**src/sltp_map.vh**
```
// Constants for the serial link test and alignment parameter block.
// Assumes it is included by bare name into the PRBS and top design files of the block; the FIFO does not use it.
`ifndef SLTP_MAP_VH
`define SLTP_MAP_VH

// ----------------------------------------------------------------------
// Register offsets and reset values
// ----------------------------------------------------------------------
`define SLTP_ADDR_W 12
`define SLTP_OFS_TEST_SEL 12'h205
`define SLTP_OFS_DEV_ID 12'h206
`define SLTP_OFS_EOF_SEL 12'h207
`define SLTP_OFS_STATUS 12'h208
`define SLTP_RST_TEST_SEL 5'h00
`define SLTP_RST_DEV_ID 7'h00
`define SLTP_RST_EOF_SEL 2'h0

// ----------------------------------------------------------------------
// Status field positions
// ----------------------------------------------------------------------
`define SLTP_ST_LINK_UP 6
`define SLTP_ST_SYNC 5
`define SLTP_ST_REALIGNED 4
`define SLTP_ST_ALIGNED 3
`define SLTP_ST_PLL_LOCKED 2

// ----------------------------------------------------------------------
// Test selector codes
// ----------------------------------------------------------------------
`define SLTP_T_NORMAL 5'h00
`define SLTP_T_PRBS7 5'h01
`define SLTP_T_PRBS15 5'h02
`define SLTP_T_PRBS23 5'h03
`define SLTP_T_RAMP 5'h04
`define SLTP_T_TRANSPORT 5'h05
`define SLTP_T_D21_5 5'h06
`define SLTP_T_K28_5 5'h07
`define SLTP_T_ILA 5'h08
`define SLTP_T_RPAT 5'h09
`define SLTP_T_LOW 5'h0A
`define SLTP_T_HIGH 5'h0B
`define SLTP_T_PRBS9 5'h0D
`define SLTP_T_PRBS31 5'h0E
`define SLTP_T_CLOCK 5'h0F
`define SLTP_T_K28_7 5'h10

// ----------------------------------------------------------------------
// PRBS polynomial codes and seed
// ----------------------------------------------------------------------
`define SLTP_P_7 3'h0
`define SLTP_P_9 3'h1
`define SLTP_P_15 3'h2
`define SLTP_P_23 3'h3
`define SLTP_P_31 3'h4
`define SLTP_PRBS_SEED 31'h7FFFFFFF

// ----------------------------------------------------------------------
// Line characters and fixed words
// ----------------------------------------------------------------------
`define SLTP_K28_0 8'h1C
`define SLTP_K28_1 8'h3C
`define SLTP_K28_3 8'h7C
`define SLTP_K28_4 8'h9C
`define SLTP_K28_5 8'hBC
`define SLTP_K28_7 8'hFC
`define SLTP_D21_5 8'hB5
`define SLTP_CLOCK_WORD 16'h00FF
`define SLTP_EOF_K28_7 2'h0
`define SLTP_EOF_K28_1 2'h1
`define SLTP_EOF_K28_5 2'h2
`define SLTP_RPAT_LEN 4'h6
`define SLTP_FIFO_DEPTH 32
`define SLTP_LANES 4

`endif

```
**src/sltp_fifo.v**
```verilog
// Sample FIFO with registered read data between sample source and lanes.
// Assumes one clock; the drain side may stall through out_ready.
`timescale 1ns/1ns
`default_nettype none
module sltp_fifo #(
  parameter W = 64,
  parameter DEPTH = 32,
  parameter AW = 5
) (
  input wire clock,
  input wire arst_n,
  input wire [W-1:0] in_data,
  input wire in_valid,
  output reg in_ready_q,
  output reg [W-1:0] out_data_q,
  output reg out_valid_q,
  input wire out_ready
);
  localparam integer DEPTH_I = DEPTH;
  localparam [AW:0] DEPTH_C = DEPTH_I[AW:0];

  reg [W-1:0] mem [0:DEPTH-1];
  reg [AW-1:0] wp_q;
  reg [AW-1:0] rp_q;
  reg [AW:0] cnt_q;
  wire push;
  wire load;
  wire [AW:0] cnt_d;

  // A word moves to the output register when it is empty or being taken.
  assign push = in_valid & in_ready_q;
  assign load = (cnt_q != {(AW+1){1'b0}}) & (~out_valid_q | out_ready);
  assign cnt_d = cnt_q + {{AW{1'b0}}, push} - {{AW{1'b0}}, load};

  // ----------------------------------------------------------------------
  // Storage
  // ----------------------------------------------------------------------
  // The array holds no reset so it maps onto plain memory.
  always @(posedge clock) begin
    if (push) begin
      mem[wp_q] <= in_data;
    end
  end

  // ----------------------------------------------------------------------
  // Pointers, count and output stage
  // ----------------------------------------------------------------------
  // Ready is registered from the next count so a full FIFO refuses at once.
  always @(posedge clock or negedge arst_n) begin
    if (!arst_n) begin
      wp_q <= {AW{1'b0}};
      rp_q <= {AW{1'b0}};
      cnt_q <= {(AW+1){1'b0}};
      in_ready_q <= 1'b0;
      out_valid_q <= 1'b0;
      out_data_q <= {W{1'b0}};
    end else begin
      cnt_q <= cnt_d;
      in_ready_q <= (cnt_d != DEPTH_C);
      if (push) begin
        wp_q <= wp_q + {{(AW-1){1'b0}}, 1'b1};
      end
      if (load) begin
        rp_q <= rp_q + {{(AW-1){1'b0}}, 1'b1};
        out_data_q <= mem[rp_q];
        out_valid_q <= 1'b1;
      end else if (out_ready) begin
        out_valid_q <= 1'b0;
      end
    end
  end
endmodule
`default_nettype wire

```
**src/sltp_prbs.v**
```verilog
// Per-lane pseudo-random generator producing W bits on each advance or restart.
// Assumes restart is held while the link is disabled.
`timescale 1ns/1ns
`default_nettype none
`include "sltp_map.vh"
module sltp_prbs #(
  parameter LANE = 0,
  parameter W = 16
) (
  input wire clock,
  input wire arst_n,
  input wire restart,
  input wire advance,
  input wire [2:0] poly,
  output reg [W-1:0] bits_q
);
  localparam integer LANE_I = LANE + 1;
  localparam [30:0] LANE_MIX = LANE_I[30:0];
  localparam [30:0] SEED = `SLTP_PRBS_SEED ^ LANE_MIX;

  reg [30:0] state_q;
  reg [30:0] s_d;
  reg [W-1:0] b_d;
  integer i;

  // Feedback bit of the selected polynomial.
  function tap;
    input [30:0] s;
    input [2:0] p;
    begin
      case (p)
        `SLTP_P_7: tap = s[6] ^ s[5];
        `SLTP_P_9: tap = s[8] ^ s[4];
        `SLTP_P_15: tap = s[14] ^ s[13];
        `SLTP_P_23: tap = s[22] ^ s[17];
        default: tap = s[30] ^ s[27];
      endcase
    end
  endfunction

  // Step the register W times, oldest bit to the top of the word.
  // During restart the step starts from the seed itself.
  always @* begin
    s_d = restart ? SEED : state_q;
    b_d = {W{1'b0}};
    for (i = 0; i < W; i = i + 1) begin
      b_d[W-1-i] = tap(s_d, poly);
      s_d = {s_d[29:0], b_d[W-1-i]};
    end
  end

  // Each lane starts from its own seed, but the first PRBS31 word is zero on all lanes, PRBS23's on lanes 0-2.
  always @(posedge clock or negedge arst_n) begin
    if (!arst_n) begin
      state_q <= SEED;
      bits_q <= {W{1'b0}};
    end else if (restart) begin
      // Preload the first word so the reset zero in bits_q does not lead the sequence.
      state_q <= s_d;
      bits_q <= b_d;
    end else if (advance) begin
      state_q <= s_d;
      bits_q <= b_d;
    end
  end
endmodule
`default_nettype wire

```
**src/sltp_top.v**
```verilog
// Transmit-side test pattern, alignment identifier and frame-end logic.
// Assumes register accesses come from the device's register bank port,
// and the serializer takes one 16-bit word per lane when tx_ready is high.
//
// What this block does
// - Selector zero sends normal sample data; zero after reset.
// - Selector 1, 2, 3 send PRBS7, PRBS15, PRBS23.
// - Selector 13 and 14 send PRBS9 and PRBS31.
// - Selector 4 sends a ramp; 5 sends the transport-layer pattern.
// - Selector 6 sends repeated D21.5; 7 sends repeated K28.5.
// - Selector 8 repeats the alignment sequence; 9 sends modified RPAT.
// - Selector 10 holds lanes low; 11 holds them high.
// - Selector 15 sends the 0x00FF clock-like word on every lane.
// - Selector 16 sends repeated K28.7; 12 and 17-31 are reserved.
// - Character modes work only in 8b/10b link modes.
// - The identifier goes into the second multiframe of alignment.
// - First link carries the identifier, second link the identifier plus one.
// - Identifier bit zero is ignored and reads back zero.
// - Frame-end select: 0 K28.7, 1 K28.1, 2 K28.5, 3 reserved.
// - Frame-end comma is substituted opportunistically, only in 8b/10b.
`timescale 1ns/1ns
`default_nettype none
`include "sltp_map.vh"
module sltp_top #(
  parameter LANES = `SLTP_LANES,
  parameter FIFO_DEPTH = `SLTP_FIFO_DEPTH
) (
  input wire clock,
  input wire arst_n,
  input wire [`SLTP_ADDR_W-1:0] reg_addr,
  input wire [7:0] reg_wdata,
  input wire reg_wr,
  input wire reg_rd,
  output reg [7:0] reg_rdata_q,
  input wire link_enable_control,
  input wire link_mode_8b10b,
  input wire link_up,
  input wire sync_deasserted,
  input wire pll_locked,
  input wire sysref_aligned_evt,
  input wire sysref_realigned_evt,
  input wire [LANES*16-1:0] sample_data,
  input wire sample_valid,
  output wire sample_ready,
  input wire frame_end,
  input wire tx_ready,
  output reg [LANES*16-1:0] lane_data_q,
  output reg [LANES*2-1:0] lane_k_q,
  output reg lane_valid_q
);
  localparam W = LANES * 16;

  // ----------------------------------------------------------------------
  // Register bank
  // ----------------------------------------------------------------------
  reg [4:0] test_sel_q;
  reg [6:0] dev_id_q;
  reg [1:0] eof_sel_q;
  reg aligned_q;
  reg realigned_q;
  wire wr_status;

  assign wr_status = reg_wr & (reg_addr == `SLTP_OFS_STATUS);

  // Writes store settings; the status flags are sticky and clear on a
  // written one, but a new event in the same cycle keeps the flag set.
  always @(posedge clock or negedge arst_n) begin
    if (!arst_n) begin
      test_sel_q <= `SLTP_RST_TEST_SEL;
      dev_id_q <= `SLTP_RST_DEV_ID;
      eof_sel_q <= `SLTP_RST_EOF_SEL;
      aligned_q <= 1'b0;
      realigned_q <= 1'b0;
    end else begin
      if (reg_wr && reg_addr == `SLTP_OFS_TEST_SEL) begin
        test_sel_q <= reg_wdata[4:0];
      end
      if (reg_wr && reg_addr == `SLTP_OFS_DEV_ID) begin
        dev_id_q <= reg_wdata[7:1];
      end
      if (reg_wr && reg_addr == `SLTP_OFS_EOF_SEL) begin
        eof_sel_q <= reg_wdata[1:0];
      end
      aligned_q <= sysref_aligned_evt |
        (aligned_q & ~(wr_status & reg_wdata[`SLTP_ST_ALIGNED]));
      realigned_q <= sysref_realigned_evt |
        (realigned_q & ~(wr_status & reg_wdata[`SLTP_ST_REALIGNED]));
    end
  end

  // Read data is registered; unmapped offsets return zero.
  always @(posedge clock or negedge arst_n) begin
    if (!arst_n) begin
      reg_rdata_q <= 8'h00;
    end else if (reg_rd) begin
      case (reg_addr)
        `SLTP_OFS_TEST_SEL: reg_rdata_q <= {3'h0, test_sel_q};
        `SLTP_OFS_DEV_ID: reg_rdata_q <= {dev_id_q, 1'b0};
        `SLTP_OFS_EOF_SEL: reg_rdata_q <= {6'h00, eof_sel_q};
        `SLTP_OFS_STATUS: reg_rdata_q <= {1'b0, link_up, sync_deasserted,
          realigned_q, aligned_q, pll_locked, 2'h0};
        default: reg_rdata_q <= 8'h00;
      endcase
    end
  end

  // ----------------------------------------------------------------------
  // Mode decode
  // ----------------------------------------------------------------------
  // Character modes need 8b/10b coding; elsewhere they fall back to low.
  function is_char_mode;
    input [4:0] sel;
    begin
      is_char_mode = (sel == `SLTP_T_K28_5) || (sel == `SLTP_T_ILA) ||
        (sel == `SLTP_T_RPAT) || (sel == `SLTP_T_K28_7);
    end
  endfunction

  // Polynomial code for each PRBS selector value.
  function [2:0] poly_of;
    input [4:0] sel;
    begin
      case (sel)
        `SLTP_T_PRBS7: poly_of = `SLTP_P_7;
        `SLTP_T_PRBS9: poly_of = `SLTP_P_9;
        `SLTP_T_PRBS15: poly_of = `SLTP_P_15;
        `SLTP_T_PRBS23: poly_of = `SLTP_P_23;
        default: poly_of = `SLTP_P_31;
      endcase
    end
  endfunction

  // Modified RPAT pair of bytes for each step of its cycle.
  function [15:0] rpat_word;
    input [3:0] idx;
    begin
      case (idx)
        4'h0: rpat_word = 16'hBED7;
        4'h1: rpat_word = 16'h2347;
        4'h2: rpat_word = 16'h6B8F;
        4'h3: rpat_word = 16'hB314;
        4'h4: rpat_word = 16'h5EFB;
        default: rpat_word = 16'h3559;
      endcase
    end
  endfunction

  wire [4:0] mode;
  wire normal;
  wire step;
  wire restart;
  wire char_bad;
  wire [7:0] eof_char;

  assign normal = (test_sel_q == `SLTP_T_NORMAL);
  assign char_bad = is_char_mode(test_sel_q) & ~link_mode_8b10b;
  assign mode = char_bad ? `SLTP_T_LOW : test_sel_q;
  assign step = link_enable_control & tx_ready;
  assign restart = ~link_enable_control;
  assign eof_char = (eof_sel_q == `SLTP_EOF_K28_1) ? `SLTP_K28_1 :
    (eof_sel_q == `SLTP_EOF_K28_5) ? `SLTP_K28_5 : `SLTP_K28_7;

  // ----------------------------------------------------------------------
  // Sample FIFO
  // ----------------------------------------------------------------------
  wire [W-1:0] fifo_data;
  wire fifo_valid;

  sltp_fifo #(.W(W), .DEPTH(FIFO_DEPTH), .AW($clog2(FIFO_DEPTH))) u_fifo (
    .clock(clock),
    .arst_n(arst_n),
    .in_data(sample_data),
    .in_valid(sample_valid),
    .in_ready_q(sample_ready),
    .out_data_q(fifo_data),
    .out_valid_q(fifo_valid),
    .out_ready(step & normal)
  );

  // ----------------------------------------------------------------------
  // Pattern counters
  // ----------------------------------------------------------------------
  reg [7:0] ramp_q;
  reg [3:0] rpat_q;
  reg [3:0] ila_q;

  // Counters advance with each word sent and restart while disabled.
  always @(posedge clock or negedge arst_n) begin
    if (!arst_n) begin
      ramp_q <= 8'h00;
      rpat_q <= 4'h0;
      ila_q <= 4'h0;
    end else if (restart) begin
      ramp_q <= 8'h00;
      rpat_q <= 4'h0;
      ila_q <= 4'h0;
    end else if (step) begin
      ramp_q <= ramp_q + 8'h02;
      rpat_q <= (rpat_q == `SLTP_RPAT_LEN - 4'h1) ? 4'h0 : rpat_q + 4'h1;
      ila_q <= ila_q + 4'h1;
    end
  end

  // ----------------------------------------------------------------------
  // Lane word formation
  // ----------------------------------------------------------------------
  wire [W-1:0] word_d;
  wire [LANES*2-1:0] k_d;
  reg [LANES*8-1:0] last_byte_q;

  genvar l;
  generate
    for (l = 0; l < LANES; l = l + 1) begin : g_lane
      localparam integer LANE_I = l;
      localparam [7:0] LANE_ID = LANE_I[7:0];
      wire [15:0] prbs_bits;
      wire [15:0] samp;
      wire [7:0] lane_did;
      reg [15:0] w;
      reg [1:0] k;

      assign samp = fifo_data[l*16 +: 16];
      // First half of the lanes is the first link, the rest the second.
      assign lane_did = (l < LANES / 2) ? {dev_id_q, 1'b0} :
        {dev_id_q, 1'b1};

      sltp_prbs #(.LANE(l), .W(16)) u_prbs (
        .clock(clock),
        .arst_n(arst_n),
        .restart(restart),
        .advance(step),
        .poly(poly_of(test_sel_q)),
        .bits_q(prbs_bits)
      );

      // Select the word this lane carries for the active mode.
      always @* begin
        w = 16'h0000;
        k = 2'b00;
        case (mode)
          `SLTP_T_NORMAL: begin
            w = samp;
            // Opportunistic frame-end comma on a repeated last byte.
            if (link_mode_8b10b && frame_end && samp[7:0] ==
                last_byte_q[l*8 +: 8]) begin
              w = {samp[15:8], eof_char};
              k = 2'b01;
            end
          end
          `SLTP_T_PRBS7, `SLTP_T_PRBS15, `SLTP_T_PRBS23: w = prbs_bits;
          `SLTP_T_PRBS9, `SLTP_T_PRBS31: w = prbs_bits;
          `SLTP_T_RAMP: w = {ramp_q, ramp_q + 8'h01};
          `SLTP_T_TRANSPORT: w = {LANE_ID, ramp_q};
          `SLTP_T_D21_5: w = {`SLTP_D21_5, `SLTP_D21_5};
          `SLTP_T_K28_5: begin
            w = {`SLTP_K28_5, `SLTP_K28_5};
            k = 2'b11;
          end
          `SLTP_T_ILA: begin
            // Four multiframes of four words; the second carries the id.
            w = {ramp_q, LANE_ID};
            if (ila_q[1:0] == 2'h0) begin
              w = {`SLTP_K28_0, ramp_q};
              k = 2'b10;
            end else if (ila_q[1:0] == 2'h3) begin
              w = {ramp_q, `SLTP_K28_3};
              k = 2'b01;
            end else if (ila_q[3:2] == 2'h1 && ila_q[1:0] == 2'h1) begin
              w = {`SLTP_K28_4, lane_did};
              k = 2'b10;
            end
          end
          `SLTP_T_RPAT: w = rpat_word(rpat_q);
          `SLTP_T_LOW: w = 16'h0000;
          `SLTP_T_HIGH: w = 16'hFFFF;
          `SLTP_T_CLOCK: w = `SLTP_CLOCK_WORD;
          `SLTP_T_K28_7: begin
            w = {`SLTP_K28_7, `SLTP_K28_7};
            k = 2'b11;
          end
          default: w = 16'h0000;
        endcase
      end

      assign word_d[l*16 +: 16] = w;
      assign k_d[l*2 +: 2] = k;
    end
  endgenerate

  // ----------------------------------------------------------------------
  // Output register
  // ----------------------------------------------------------------------
  // A word is sent per ready cycle; normal mode also needs FIFO data.
  always @(posedge clock or negedge arst_n) begin
    if (!arst_n) begin
      lane_data_q <= {W{1'b0}};
      lane_k_q <= {(LANES*2){1'b0}};
      lane_valid_q <= 1'b0;
      last_byte_q <= {(LANES*8){1'b0}};
    end else if (step && (!normal || fifo_valid)) begin
      lane_data_q <= word_d;
      lane_k_q <= k_d;
      lane_valid_q <= 1'b1;
      if (frame_end) begin
        last_byte_q <= fifo_data_low(fifo_data);
      end
    end else begin
      lane_valid_q <= 1'b0;
    end
  end

  // Last sample byte of each lane, remembered for comma substitution.
  function [LANES*8-1:0] fifo_data_low;
    input [W-1:0] d;
    integer j;
    begin
      fifo_data_low = {(LANES*8){1'b0}};
      for (j = 0; j < LANES; j = j + 1) begin
        fifo_data_low[j*8 +: 8] = d[j*16 +: 8];
      end
    end
  endfunction
endmodule
`default_nettype wire

```
**config.mk**
```make
export PLATFORM = sky130hd
export DESIGN_NAME = sltp_top
export DESIGN_NICKNAME = d
export VERILOG_FILES = /design/src/sltp_fifo.v /design/src/sltp_prbs.v /design/src/sltp_top.v
export VERILOG_INCLUDE_DIRS = /design/src
export SDC_FILE = /design/constraint.sdc
export NUM_CORES = 2
export LEC_CHECK = 0
export BUFFER_PORTS_ARGS = -buffer_cell sky130_fd_sc_hd__buf_2
export CAP_MARGIN = 10
export CORE_MARGIN = 2
export CORE_UTILIZATION = 63
export DETAILED_ROUTE_END_ITERATION = 12
export PLACE_DENSITY_LB_ADDON = 0.12
export SLEW_MARGIN = 30
export SYNTH_ARGS = -nofsm -noshare
export SYNTH_HDL_FRONTEND = slang
export SYNTH_SLANG_ARGS = --single-unit
export TNS_END_PERCENT = 1
```
**constraint.sdc**
```tcl
create_clock -name clock -period 10.06 [get_ports clock]
set_input_delay 2.012 -clock clock [delete_from_list [all_inputs] [get_ports clock]]
set_output_delay 2.012 -clock clock [all_outputs]
set_load 0.01 [all_outputs]
```
### Word level (Yosys, flattened, before mapping)

Memory sizes are Yosys's and may differ from the RTL's. A register that Yosys moved wholly into a read port is not among the register bits.
Cells that the tools add are included.
W data, S select, Z words.

* register bits: 351
* memory bits (writable): 2048
* input bits: 98
* output and inout bits: 82
* logic and storage cells: 544
* memories kept: 1

* add/sub/neg operators: 8
* equality and inequality tests: 45
* muxes and demuxes: 133
* bitwise operators: 305
* reductions and logical operators: 26

Memory list
* u_fifo.mem: words 32, bits a word 64, read ports 1, clocked after Yosys merged registers in 1, write ports 1, line sltp_fifo.v:22 `reg [W-1:0] mem [0:DEPTH-1];`

Operator list (number)
* $pmux W16 S11: 4
* $mux W31: 12
* $mux W16: 20
* $xor A1 B1 Y1: 288
* $pmux W1 S4: 64
* $pmux W16 S5: 1
* $mux W8: 7
* $eq A12 B10 Y1 const B: 4
* $eq A5 B4 Y1 const B: 9
* $eq A8 B8 Y1: 4
* $pmux W8 S4: 1
* $eq A5 B3 Y1 const B: 5
* $pmux W2 S3: 4
* $eq A5 B2 Y1 const B: 4
* $mux W4: 5
* $pmux W3 S4: 1
* $add A5 B1 Y5 const B: 2
* $and A1 B1 Y1: 10
* $eq A5 B1 Y1 const B: 2
* $eq A5 B5 Y1 const B: 2
* $logic_and A1 B1 Y1: 10
* $logic_not A5 Y1: 2
* $mux W1: 9
* $add A4 B1 Y4 const B: 2
* 28 further kinds: 45

### Longest topological paths before layout

* depth in word-level cells: 12
* depth in mapped cells: 21
* gate-level depth less buffers: 17

### Cells and area by module

Synthesis repeated with hierarchy kept, for this count alone.

* cell total of the unflattened synthesis: 5684
* area, all modules: 101154.5 µm²

Modules (own cells, without submodules)
* sltp_fifo: times used 1, cells each 3431, area an instance 80040.5 µm², seq. area each 63551.0 µm²
* sltp_top: times used 1, cells each 808, area an instance 7935.1 µm², seq. area each 3528.4 µm²
* sltp_prbs at g_lane[0].u_prbs: times used 1, cells each 376, area an instance 3364.5 µm², seq. area each 1188.6 µm²
* sltp_prbs at g_lane[1].u_prbs: times used 1, cells each 361, area an instance 3339.5 µm², seq. area each 1188.6 µm²
* sltp_prbs at g_lane[3].u_prbs: times used 1, cells each 352, area an instance 3274.4 µm², seq. area each 1188.6 µm²
* sltp_prbs at g_lane[2].u_prbs: times used 1, cells each 356, area an instance 3200.6 µm², seq. area each 1162.4 µm²

### Worst setup path before layout

OpenSTA, ideal clock, no wires.

* path type: input-to-reg
* start: input sample_valid
* end: memory u_fifo.mem[31][0] (enable)
* setup time: 0.487 ns
* data arrival time: 5.393 ns
* data required time: 9.573 ns
* path slack: 4.180 ns
* stages on the path: 5
* buffers on the path: 2
* cell sequence: and2_1 -> clkbuf_1 -> nand2_1 -> clkbuf_1 -> nor2_1

* word-level cells in the longest chain between the ends: 3

Ends and longest elaborated chain
* start: declaration: line sltp_top.v:43 `input wire sample_valid,`
* $and A1 B1 Y1: line sltp_fifo.v:31 `assign push = in_valid & in_ready_q;`
* via u_fifo.push: line sltp_fifo.v:26 `wire push;`
* $mux W1: line sltp_fifo.v:40 `if (push) begin`
* $mux W1 (not written as such): line sltp_fifo.v:41 `mem[wp_q] <= in_data;`
* end: declaration: line sltp_fifo.v:22

The timed path passes the listed nets, and every way through them passes these cells.

### Final worst setup path

* start: register test_sel_q[2]
* end: register u_fifo.in_ready_q

* word-level cells in the longest chain between the ends: 6

Ends and longest elaborated chain
* start: declaration: line sltp_top.v:56 `reg [4:0] test_sel_q;`
* start signal: assignment: line sltp_top.v:69 `` test_sel_q <= `SLTP_RST_TEST_SEL; ``
* start signal: assignment: line sltp_top.v:76 `test_sel_q <= reg_wdata[4:0];`
* $logic_not A5 Y1 (no line)
* $and A1 B1 Y1: line sltp_top.v:177 `.out_ready(step & normal)`
* $or A1 B1 Y1: line sltp_fifo.v:32 `assign load = (cnt_q != {(AW+1){1'b0}}) & (~out_valid_q | out_ready);`
* $and A1 B1 Y1: line sltp_fifo.v:32
* via u_fifo.load: line sltp_fifo.v:27 `wire load;`
* $sub A6 B1 Y6: line sltp_fifo.v:33 `assign cnt_d = cnt_q + {{AW{1'b0}}, push} - {{AW{1'b0}}, load};`
* via u_fifo.cnt_d[4]: line sltp_fifo.v:28 `wire [AW:0] cnt_d;`
* $ne A6 B6 Y1: line sltp_fifo.v:59 `in_ready_q <= (cnt_d != DEPTH_C);`
* end signal: assignment: line sltp_fifo.v:59
* end: declaration: line sltp_fifo.v:14 `output reg in_ready_q,`

The timed path passes the listed nets, and every way through them passes these cells.
A chain may end at the register's enable or synchronous reset.

==> metrics.csv <==
metric,value,unit
setup-tns-final,0,ns
wl_per_cell,34.5,um
netlist_area,100000,um2
layout-drive-gt1-share,0.272,
worstSkewPairLatency,0.86,ns
skew,0.0566,ns
avgSynthCellArea,18.5,um2
ff2ff_path_depth,18,
finalCriticalPeriod,5.06,ns
r2r_start,test_sel_q[2],
cp.required,10.76,ns
fp.dieArea,162000,um2
hp-class,register to register,
outcome,completed,
grtUsageMet1,0.482,
layout_common_cells,"edfxtp_1, mux4_2, nand2_1",
place_ws,4.30,ns
setup_ws,5.00,ns
grt_start_max_net_pins,151,
grtUsageTotal,0.341,
drt_iter0_drc,7134,
cts_tree,done,
core_area,158000,um2
clk_pin_slew,0.06,ns
setup_violations,0,
cp-end-kind,register,
first_pass_iters,8,
ctsResizeCount,0,
cts_root_buffer,clkbuf_16,
slowest_delay,0.69,ns
power_density,264,nW/um2
htreeDepth,4,
grt_pass1_wl,393000,um
finalCritPeriodShare,0.503,
cts_buffers,231,
drt-total-wl,272000,um
n_fill_cell,9682,
synth_seq_cells,2454,
start_util,0.634,
finish.instance_area,112000,um2
worst-setup-path-type,register to register,
synth_edf_count,2048,
vias,53800,
stdcell_count,7889,
worst_hold_slack,0.470,ns
vias_per_cell,6.82,
antenna_found_initial,23,
p_total,29.5,mW
path_common_cell,inv_1,
r2r_slack,5.00,ns
leakage,37.6,nW
hold_end,lane_data_q[33],
dp_hpwl,161000,um
holdPathStages,2,
synthAdderAreaFrac,0.00267,
busiest_layer,met2,
fmax,198,MHz
die-width,403,um
synth-simple-area-share,0.0349,
synthToLayoutAreaGrowth,11.6,%
synth.distinct_cells,98,
finalNetCount,5722,
clk_path_buf_depth,3,
synth_top_family_by_area,multiplexers,
drv_slew,0,
rr_endpoint,u_fifo.in_ready_q,
place.gp.congestion,0.986,
worstPathCellList,or2_1 -> or4_1 -> buf_4 -> o21ai_0 -> nand2b_4 -> inv_1 -> ha_1 -> inv_1 -> ha_1 -> inv_1 -> fa_1 -> inv_1 -> a21oi_1 -> nor2_1 -> nor2_1 -> xnor2_1 -> nor2_1 -> nand3_1,
yosysTopAreaCellShare,0.613,
relSlewSlack,0.311,
synth_cells,5430,
yosysTopAreaCell,edfxtp_1,
synth_fp_nets,5548,
grt_pass1_vias,53800,
tightest_slew,1.01,ns
overflow,0,
ios,180,
place.port_buffers,179,
hold_violations,0,
drc,0,
synth_warnings,0,
max-vdd-ir-drop,238,uV
yosysSeqAreaShare,0.716,
use_met3,0.0597,
antenna_left,0,
worstSetupStartpointType,register,
dp.cells,7442,
ys_async_sr_fraction,0.165,
min_from,lane_data_q[33],
maxCapViolations,0,
synth_compound_area_frac,0.0394,
fin_util,0.708,
die_y,403,um
rsz0062_at_grt,no,
hold_buffers,0,
num_rows,146,
ys.flop_type,edfxtp_1,
muxShareOfSynthArea,0.163,
synth-xor-area-share,0.0278,
final_common_cell,edfxtp_1,
postCtsSetupRepairBufs,0,
slowest_stage,or2_1,
netlist_top_cells_area,"edfxtp_1, mux4_2, dfrtp_1",
globalRouteMet2Util,0.543,
dpl_cell_area,104000,um2
cp_max_fo,50,
arrival,5.76,ns
clock-sinks,2454,
[critical path: cells and delay by family (launching register included)]
kind,cells,cell delay (ns)
AO/OA/AOI/OAI,2,0.45
XOR/XNOR,1,0.13
adder cells (fa/ha/maj),3,0.84
buffers and inverters,5,0.77
flip-flops,1,0.65
AND/OR/NAND/NOR,7,2.05
[report_power, final]
part	switching (mW)	internal, mW
clock	3.80	4.99
sequential	0.715	12.0
combinational	4.40	3.58
total	8.92	20.6
[how the worst max path moves through the flow]
stage / depth (start not counted) / startpoint / end / slack [ns]
floorplan: 5 / sample_valid / u_fifo.mem[31][0] / 4.18
global placement: 18 / link_enable_control / u_fifo.in_ready_q / 4.30
detailed placement: 18 / link_enable_control / u_fifo.in_ready_q / 4.30
CTS: 18 / test_sel_q[2] / u_fifo.in_ready_q / 5.10
global route: 18 / test_sel_q[2] / u_fifo.in_ready_q / 4.76
finish: 18 / test_sel_q[2] / u_fifo.in_ready_q / 5.00
[per-layer routing]
metal	up-vias	routed length, um
li1	21900	-
met1	28400	104000
met2	2954	133000
met3	536	23700
met4	12	11300
met5	-	83
[cell type report]
cell class | count | area [um2] | area share
Clock buffer | 310 | 6550 | 0.0585
Clock inverter | 127 | 1210 | 0.0108
Timing Repair Buffer | 313 | 2290 | 0.0205
Sequential cell | 2454 | 71800 | 0.642
Antenna cell | 9 | 22.5 | 0.000201
Multi-Input combinational cell | 2569 | 27300 | 0.244
Tap cell | 2072 | 2590 | 0.0232
Inverter | 35 | 131 | 0.00117
[logic make-up after synthesis]
family | after synthesis
flops | 2454
mux | 832
compound gates | 582
buf+inv | 407
fa+ha+maj | 21
xor+xnor | 318
simple gates | 816
[state kept, by name, summed over array words and instances, names as in the netlist, 6 cells and up]
register and cells:
dev_id_q 7, lane_data_q 64, u_fifo.mem 2048, u_fifo.out_data_q 64
g_lane.u_prbs.bits_q 60, g_lane.u_prbs.state_q 123, u_fifo.cnt_q 6, ramp_q 7
reg_rdata_q 8, last_byte_q 32
[Yosys cell counts, types with 16 or more instances]
| master | number |
|---|---|
| buf_1 | 113 |
| a41oi_1 | 16 |
| o21ai_0 | 210 |
| a31oi_1 | 16 |
| o22ai_1 | 28 |
| a22oi_1 | 17 |
| a21o_1 | 28 |
| nor3_1 | 20 |
| buf_2 | 16 |
| edfxtp_1 | 2048 |
| xnor2_1 | 171 |
| a221oi_1 | 52 |
| o211ai_1 | 20 |
| mux2_2 | 45 |
| dfrtp_1 | 287 |
| nand3_1 | 45 |
| xor2_1 | 147 |
| mux2i_1 | 147 |
| mux4_2 | 640 |
| nand4_1 | 22 |
| nor2_1 | 320 |
| ha_1 | 19 |
| a21oi_1 | 84 |
| nand2_1 | 318 |
| inv_1 | 33 |
| clkbuf_1 | 234 |
| dfstp_2 | 119 |
(Power assumes the default switching activity.)
